[src/design/kbu_pkg.sv]
package kbu_pkg;

  // ==========================================================================
  // Register map
  localparam logic [7:0] KEY_STATUS_CONTROL_OFFS  = 8'h1A;
  localparam logic [7:0] KEY_PIN_ENABLE_BITS_OFFS = 8'h1B;

  // Status/control field positions
  localparam int PENDING_FLAG_BIT        = 3;
  localparam int REQUEST_ACKNOWLEDGE_BIT = 2;
  localparam int REQUEST_MASK_BIT        = 1;
  localparam int SENSITIVITY_SELECT_BIT  = 0;

  // ==========================================================================
  // Reset values
  localparam logic [7:0] PIN_ENABLE_RESET = 8'h00;
  localparam logic       CTRL_BIT_RESET   = 1'b0;
  localparam logic [7:0] PINS_HIGH        = 8'hFF;

  // Synchroniser depth for pin inputs
  localparam int SYNC_STAGES = 3;

  // ==========================================================================
  // Carriers
  typedef struct packed {
    logic [7:0] addr;
    logic [7:0] wdata;
    logic       wr;
    logic       rd;
  } kbu_bus_req_t;

  typedef struct packed {
    logic wait_mode;
    logic stop_mode;
    logic break_state;
    logic break_clear_enable;
    logic vector_fetch;
  } kbu_sys_t;

  typedef enum logic [2:0] {
    KBU_IDLE    = 3'b001,
    KBU_PENDING = 3'b010,
    KBU_HOLD    = 3'b100
  } kbu_state_t;

endpackage : kbu_pkg

[src/design/kbu_keyboard_unit.sv]
// Operation
// - Each enable bit selects one pin
// - Selected pin gets its pull-up
// - Latch when selected pins leave all-high
// - Edge mode: no latch if another low
// - Level mode: request held while any low
// - Level mode: clear needs ack and pins high
// - Vector fetch acknowledges request
// - Acknowledge bit write-only, reads zero
// - Later falling edge latches again
// - Unmasked request goes to CPU vector
// - Edge mode: acknowledge clears at once
// - Reset clears request and mode bit
// - Pending flag mirrors latch, ignores mask
// - Enabled pin forced to input
// - Mask bit blocks request to CPU
// - Mode bit: one edge+level, zero edge
// - Reset clears all pin enables
// - Active in wait, wakes CPU
// - Active in stop, wakes CPU
// - Break without clear-enable ignores ack bit write
// - Break with clear-enable ack sticks
`timescale 1ns/1ps
`default_nettype none

module kbu_keyboard_unit #(
  parameter int PINS = 8
) (
  input  wire logic                  clock_in,
  input  wire logic                  resetn_in,
  // Register port
  input  wire kbu_pkg::kbu_bus_req_t bus_in,
  output logic [7:0]                 rdata_out,
  // System signals
  input  wire kbu_pkg::kbu_sys_t     sys_in,
  // Shared port pins
  input  wire logic [PINS-1:0]       key_inputs_in,
  input  wire logic [PINS-1:0]       port_dir_in,
  output logic [PINS-1:0]            pullup_en_out,
  output logic [PINS-1:0]            dir_force_in_out,
  output logic [PINS-1:0]            port_dir_eff_out,
  // CPU side
  output logic                       irq_out,
  output logic                       wake_out,
  output logic                       pending_out
);

  // ==========================================================================
  // Registers
  logic [PINS-1:0]     key_pin_enable_bits_r;
  logic                sensitivity_select_r;
  logic                request_mask_r;
  logic                latch_r;
  logic                any_low_r;
  kbu_pkg::kbu_state_t state_r;
  kbu_pkg::kbu_state_t state_nxt;

  logic [PINS-1:0] pin_lvl;
  logic [PINS-1:0] masked_lvl;
  logic            any_low;
  logic            fall;
  logic            ack_wr;
  logic            ack;
  logic            wr_ctrl;
  logic            wr_en;
  logic            set_latch;
  logic            latch_nxt;

  // ==========================================================================
  // Pin synchronisation
  // sync before detect
  kbu_pin_sync #(
    .WIDTH (PINS)
  ) u_sync (
    .clock_in  (clock_in),
    .resetn_in (resetn_in),
    .async_in  (key_inputs_in),
    .level_out (pin_lvl)
  );

  // ==========================================================================
  // Per-pin logic
  genvar p;
  generate
    for (p = 0; p < PINS; p++) begin : g_pin
      assign masked_lvl[p] = pin_lvl[p] | ~key_pin_enable_bits_r[p];

      // Pad controls follow the select one clock late
      always_ff @(posedge clock_in or negedge resetn_in) begin
        if (!resetn_in) begin
          pullup_en_out[p]    <= 1'b0;
          dir_force_in_out[p] <= 1'b0;
          port_dir_eff_out[p] <= 1'b0;
        end else begin
          pullup_en_out[p]    <= key_pin_enable_bits_r[p];
          dir_force_in_out[p] <= key_pin_enable_bits_r[p];
          port_dir_eff_out[p] <= port_dir_in[p] & ~key_pin_enable_bits_r[p];
        end
      end
    end
  endgenerate

  assign any_low = ~&masked_lvl;

  assign fall = any_low & ~any_low_r;

  // ==========================================================================
  // Register writes
  assign wr_ctrl = bus_in.wr && (bus_in.addr == kbu_pkg::KEY_STATUS_CONTROL_OFFS);
  assign wr_en   = bus_in.wr && (bus_in.addr == kbu_pkg::KEY_PIN_ENABLE_BITS_OFFS);
  assign ack_wr  = wr_ctrl && bus_in.wdata[kbu_pkg::REQUEST_ACKNOWLEDGE_BIT]
                   && (!sys_in.break_state || sys_in.break_clear_enable);
  assign ack     = ack_wr | sys_in.vector_fetch;

  always_ff @(posedge clock_in or negedge resetn_in) begin
    if (!resetn_in) begin
      key_pin_enable_bits_r <= kbu_pkg::PIN_ENABLE_RESET;
    end else if (wr_en) begin
      key_pin_enable_bits_r <= bus_in.wdata[PINS-1:0];
    end
  end

  always_ff @(posedge clock_in or negedge resetn_in) begin
    if (!resetn_in) begin
      sensitivity_select_r <= kbu_pkg::CTRL_BIT_RESET;
      request_mask_r       <= kbu_pkg::CTRL_BIT_RESET;
    end else if (wr_ctrl) begin
      sensitivity_select_r <= bus_in.wdata[kbu_pkg::SENSITIVITY_SELECT_BIT];
      request_mask_r       <= bus_in.wdata[kbu_pkg::REQUEST_MASK_BIT];
    end
  end

  always_ff @(posedge clock_in or negedge resetn_in) begin
    if (!resetn_in) begin
      any_low_r <= 1'b0;
    end else begin
      any_low_r <= any_low;
    end
  end

  // ==========================================================================
  // Request latch
  // a fresh edge in the same cycle as ack wins
  assign set_latch = fall;

  always_comb begin
    state_nxt = state_r;
    latch_nxt = latch_r;
    case (state_r)
      kbu_pkg::KBU_IDLE: begin
        if (set_latch) begin
          state_nxt = kbu_pkg::KBU_PENDING;
          latch_nxt = 1'b1;
        end
      end
      kbu_pkg::KBU_PENDING: begin
        if (set_latch) begin
          latch_nxt = 1'b1;
        end else if (ack && !sensitivity_select_r) begin
          state_nxt = kbu_pkg::KBU_IDLE;
          latch_nxt = 1'b0;
        // level mode waits for pins high
        end else if (ack && any_low) begin
          state_nxt = kbu_pkg::KBU_HOLD;
        end else if (ack) begin
          state_nxt = kbu_pkg::KBU_IDLE;
          latch_nxt = 1'b0;
        end
      end
      kbu_pkg::KBU_HOLD: begin
        if (!sensitivity_select_r || !any_low) begin
          state_nxt = kbu_pkg::KBU_IDLE;
          latch_nxt = 1'b0;
        end
      end
      default: begin
        state_nxt = kbu_pkg::KBU_IDLE;
        latch_nxt = 1'b0;
      end
    endcase
  end

  always_ff @(posedge clock_in or negedge resetn_in) begin
    if (!resetn_in) begin
      state_r <= kbu_pkg::KBU_IDLE;
      latch_r <= 1'b0;
    end else begin
      state_r <= state_nxt;
      latch_r <= latch_nxt;
    end
  end

  // ==========================================================================
  // Outputs, all registered
  always_ff @(posedge clock_in or negedge resetn_in) begin
    if (!resetn_in) begin
      irq_out          <= 1'b0;
      wake_out         <= 1'b0;
      pending_out      <= 1'b0;
    end else begin
      irq_out          <= latch_nxt & ~request_mask_r;
      wake_out         <= latch_nxt & ~request_mask_r
                          & (sys_in.wait_mode | sys_in.stop_mode);
      pending_out      <= latch_nxt;
    end
  end

  // ==========================================================================
  // Read port
  always_ff @(posedge clock_in or negedge resetn_in) begin
    if (!resetn_in) begin
      rdata_out <= 8'h00;
    end else if (bus_in.rd) begin
      rdata_out <= 8'h00;
      if (bus_in.addr == kbu_pkg::KEY_STATUS_CONTROL_OFFS) begin
        rdata_out[kbu_pkg::PENDING_FLAG_BIT]       <= latch_r;
        rdata_out[kbu_pkg::REQUEST_ACKNOWLEDGE_BIT] <= 1'b0;
        rdata_out[kbu_pkg::REQUEST_MASK_BIT]       <= request_mask_r;
        rdata_out[kbu_pkg::SENSITIVITY_SELECT_BIT] <= sensitivity_select_r;
      end else if (bus_in.addr == kbu_pkg::KEY_PIN_ENABLE_BITS_OFFS) begin
        rdata_out[PINS-1:0] <= key_pin_enable_bits_r;
      end
    end else begin
      rdata_out <= 8'h00;
    end
  end

endmodule : kbu_keyboard_unit

`default_nettype wire

[src/design/kbu_pin_sync.sv]
`timescale 1ns/1ps
`default_nettype none

// ============================================================================
// Pin synchroniser: three stages, a change counts when stages two and three agree
module kbu_pin_sync #(
  parameter int WIDTH = 8
) (
  input  wire logic             clock_in,
  input  wire logic             resetn_in,
  input  wire logic [WIDTH-1:0] async_in,
  output logic      [WIDTH-1:0] level_out
);

  genvar g;
  generate
    for (g = 0; g < WIDTH; g++) begin : g_bit
      logic s1_r;
      logic s2_r;
      logic s3_r;
      logic lvl_r;
      // Idle high: pins pulled up, so no false edge out of reset
      always_ff @(posedge clock_in or negedge resetn_in) begin
        if (!resetn_in) begin
          s1_r  <= 1'b1;
          s2_r  <= 1'b1;
          s3_r  <= 1'b1;
          lvl_r <= 1'b1;
        end else begin
          s1_r <= async_in[g];
          s2_r <= s1_r;
          s3_r <= s2_r;
          if (s2_r == s3_r) begin
            lvl_r <= s3_r;
          end
        end
      end
      assign level_out[g] = lvl_r;
    end
  endgenerate

endmodule : kbu_pin_sync

`default_nettype wire

[config.mk]
export PLATFORM = sky130hd
export DESIGN_NAME = kbu_keyboard_unit
export DESIGN_NICKNAME = d
export VERILOG_FILES = /design/src/design/kbu_pkg.sv /design/src/design/kbu_keyboard_unit.sv /design/src/design/kbu_pin_sync.sv
export SDC_FILE = /design/constraint.sdc
export NUM_CORES = 1
export LEC_CHECK = 0
export ABC_AREA = 1
export BUFFER_PORTS_ARGS = -buffer_cell sky130_fd_sc_hd__buf_2
export CAP_MARGIN = 20
export CORE_MARGIN = 5
export CORE_UTILIZATION = 48
export CTS_BUF_LIST = sky130_fd_sc_hd__clkbuf_2 sky130_fd_sc_hd__clkbuf_4 sky130_fd_sc_hd__clkbuf_8
export CTS_CLUSTER_SIZE = 16
export DETAILED_ROUTE_END_ITERATION = 10
export MAX_ROUTING_LAYER = met4
export PLACE_DENSITY = 0.8
export SLEW_MARGIN = 5
export SYNTH_ARGS = -nofsm -noshare
export SYNTH_HDL_FRONTEND = slang
export SYNTH_SLANG_ARGS = --single-unit
[constraint.sdc]
create_clock -name clock_in -period 1.6 [get_ports clock_in]
set_clock_uncertainty 0.15 [all_clocks]
set_input_delay 0.16 -clock clock_in [delete_from_list [all_inputs] [get_ports clock_in]]
set_output_delay 0.16 -clock clock_in [all_outputs]
set_load 0.005 [all_outputs]
==> out/results.ini <==
[layout]
num_antenna_cells = 0
layout-drive-gt1-share_pct = 48.1
fin_nets = 385
area_delta_synth_final_pct = 38.1
fillCellCount = 408
fin_util_pct = 67.4

[yosys]
yosysWarnings = 0
synth_nets = 271
synth_top_area_cell = dfrtp_1
synthCells = 230
ys_ff_latch = 73
synth_common_cells = 40 x dfrtp_1, 39 x inv_1, 35 x nand2_1
async_reset_ff_share_pct = 100
synthFlopType = dfrtp_1
synth-edff-count = 0
synth.distinct_cells = 22
seq_area_frac_synth_pct = 69.9
synth_area_um2 = 2670
ys_top_cells_by_area = dfrtp_1 37%, dfstp_2 32%, inv_1 5.5%
yosysMostFrequentCell = dfrtp_1
netlist.area_leader.share_pct = 37.5
avgSynthCellArea_um2 = 11.6

[global_routing]
grt_pass1_wl_mm = 8.89
first_global_vias = 1884
grt_max_degree = 38
grt-ovfl-total = 0
grt_usage_pct = 16.9
antenna_found_initial = 0

[timing]
slew_viol_final = 0
finalCriticalPeriod_ns = 1.68
final.setup.tns_ns = -0.0951
setup_slack_ns = -0.0802
relSlewSlack_pct = 69.5
rsz0062_at_grt = true
min_period_over_period_pct = 105
fmax_ghz = 0.595
worst_slew_pin_slew_ns = 0.454
setup_violations = 2
timing_hold_violations_final = 0

[clocking]
htreeDepth = 3
cts_buffers = 9
clk_latency_ns = 0.33
cts_tree = built
clock_path_buffers = 2
cts.sinks = 73
clk_pin_slew_ns = 0.08
cts_root_buf = clkbuf_8

[power_and_ir_drop]
power_mw = 4.11
ir_drop_v = 0.000579
leakage_nw = 1.90
power_per_cell_area_nw_per_um2 = 1120

[critical_path]
reg2regPathDepth = 11
crit_path_end_kind = flip-flop
cp_max_fo = 4
cp.arrival_ns = 1.75
timing.rr.end = state_r[2]
worst_setup_path_start_kind = flip-flop
reg2reg_slack_ns = -0.08
critPathKind = reg2reg
rr_startpoint = u_sync.g_bit[6].lvl_r
critPathRequiredTime_ns = 1.67
startpoint = u_sync.g_bit[6].lvl_r

[floorplanning]
io_pins = 76
initial_core_util_pct = 48.8
fp.dieH_um = 84.6
die_area_um2 = 7160
die_w_um = 84.6
core-area_um2 = 5470
rows = 27

[placed_design]
place_ws_ns = -0.0127
hpwlAfterDp_mm = 3.64
place.gp.congestion = 0.810
io_buffers = 75

[route]
vias = 1897
wl_per_cell_um = 12.9
drc = 0
vias_per_cell = 4.51
antenna_left = 0
drt_wl_total_mm = 5.43
drt_iter0_drc = 56
drt-pass1-iter-count = 4

[min_path]
hold_class = in2async

[job]
cap_viol_max_count = 0

[status]
status = finished, violations left
violations = setup timing

==> sequential cells by signal, indices dropped and copies added, names as in the netlist, 3 cells and up <==
signal                 cells
u_sync.g_bit.lvl_r         8
state_r                    3
port_dir_eff_out           8
u_sync.g_bit.s1_r          8
key_pin_enable_bits_r      8
rdata_out                  8
dir_force_in_out           8
u_sync.g_bit.s2_r          8
u_sync.g_bit.s3_r          8
==> worst max-delay path, stage by stage, from the launching register on <==
cell	delay, ns
dfstp_2	0.54
inv_1	0.04
nand2_1	0.06
nand2_2	0.07
nor2_4	0.13
nand2_4	0.08
nand2_2	0.11
nand2_1	0.10
o21ai_2	0.08
nor2_2	0.06
nand2_1	0.08
nand2_1	0.07
==> through the flow <==
step | hold WS (ns) | instances | area (µm²)
2_1_floorplan | -0.286 | 230 | 2670
3_3_place_gp | -0.101 | 373 | 3120
3_5_place_dp | -0.0968 | 373 | 3120
4_1_cts | 0.0682 | 420 | 3640
5_1_grt | 0.0806 | 421 | 3690
6_report | 0.0819 | 421 | 3690
==> placed cells by master, fill, tap and decap left out, types with 2 or more instances in the layout <==
master	instances
a21oi_1	2
buf_2	74
buf_4	9
clkbuf_8	11
dfrtp_1	40
dfstp_2	33
dlygate4sd3_1	28
inv_1	36
inv_2	3
maj3_1	8
mux2_2	3
nand2_1	29
nand2_2	13
nand2_4	3
nand3_1	6
nor2_1	14
nor2_2	4
nor2_4	4
nor3_1	7
o21ai_0	8
o21ai_2	2
o22ai_1	2
==> repair_timing <==
| item | CTS | global route |
|---|---|---|
| gates resized for setup | 2 | 16 |
| hold buffers | 28 | 0 |
| pin swaps | 1 | 11 |
| setup endpoints to repair | 3 | 5 |
| setup buffers | 3 | 1 |
| hold endpoints to repair | 70 | 0 |
==> where the power goes <==
| part | leakage [nW] | internal (mW) | switching [mW] | total, mW |
|---|---|---|---|---|
| registers | 0.835 | 2.02 | 0.0736 | 2.09 |
| logic | 0.963 | 0.246 | 0.302 | 0.548 |
| clock network | 0.106 | 0.823 | 0.649 | 1.47 |
==> layer usage <==
| metal | routed length (µm) | GRT usage (%) |
|---|---|---|
| met5 | 0 | - |
| met4 | 144 | 9.93 |
| met3 | 351 | 3.93 |
| met2 | 2760 | 26.8 |
| met1 | 2170 | 19.5 |
==> worst max path at each step <==
stage,endpoint,slack [ns],cells after the start
finish,state_r[2],-0.08,11
global route,state_r[2],-0.13,11
CTS,state_r[2],-0.009,11
detailed placement,state_r[2],-0.01,12
global placement,state_r[2],0.05,12
floorplan,state_r[1],0.14,11
==> cells by family (layout without fill, tap and decap cells) <==
kind of cell | after synthesis | count (layout) | share of synthesized area (%)
simple gates | 82 | 82 | 14.6
flops | 73 | 73 | 69.9
buf+inv | 49 | 168 | 8.29
fa+ha+maj | 8 | 8 | 3.00
compound gates | 15 | 15 | 3.00
mux | 3 | 3 | 1.26
==> cell type report <==
type / count / area, µm² / share of cell area, %
clock inverter: 4 / 51.3 / 1.39
tap: 72 / 90.1 / 2.44
inverter: 40 / 153 / 4.14
sequential: 73 / 1870 / 50.6
clock buffer: 12 / 159 / 4.31
timing repair buffer: 112 / 738 / 20.0
multi-input combinational: 108 / 631 / 17.1
(Power assumes the default switching activity.)
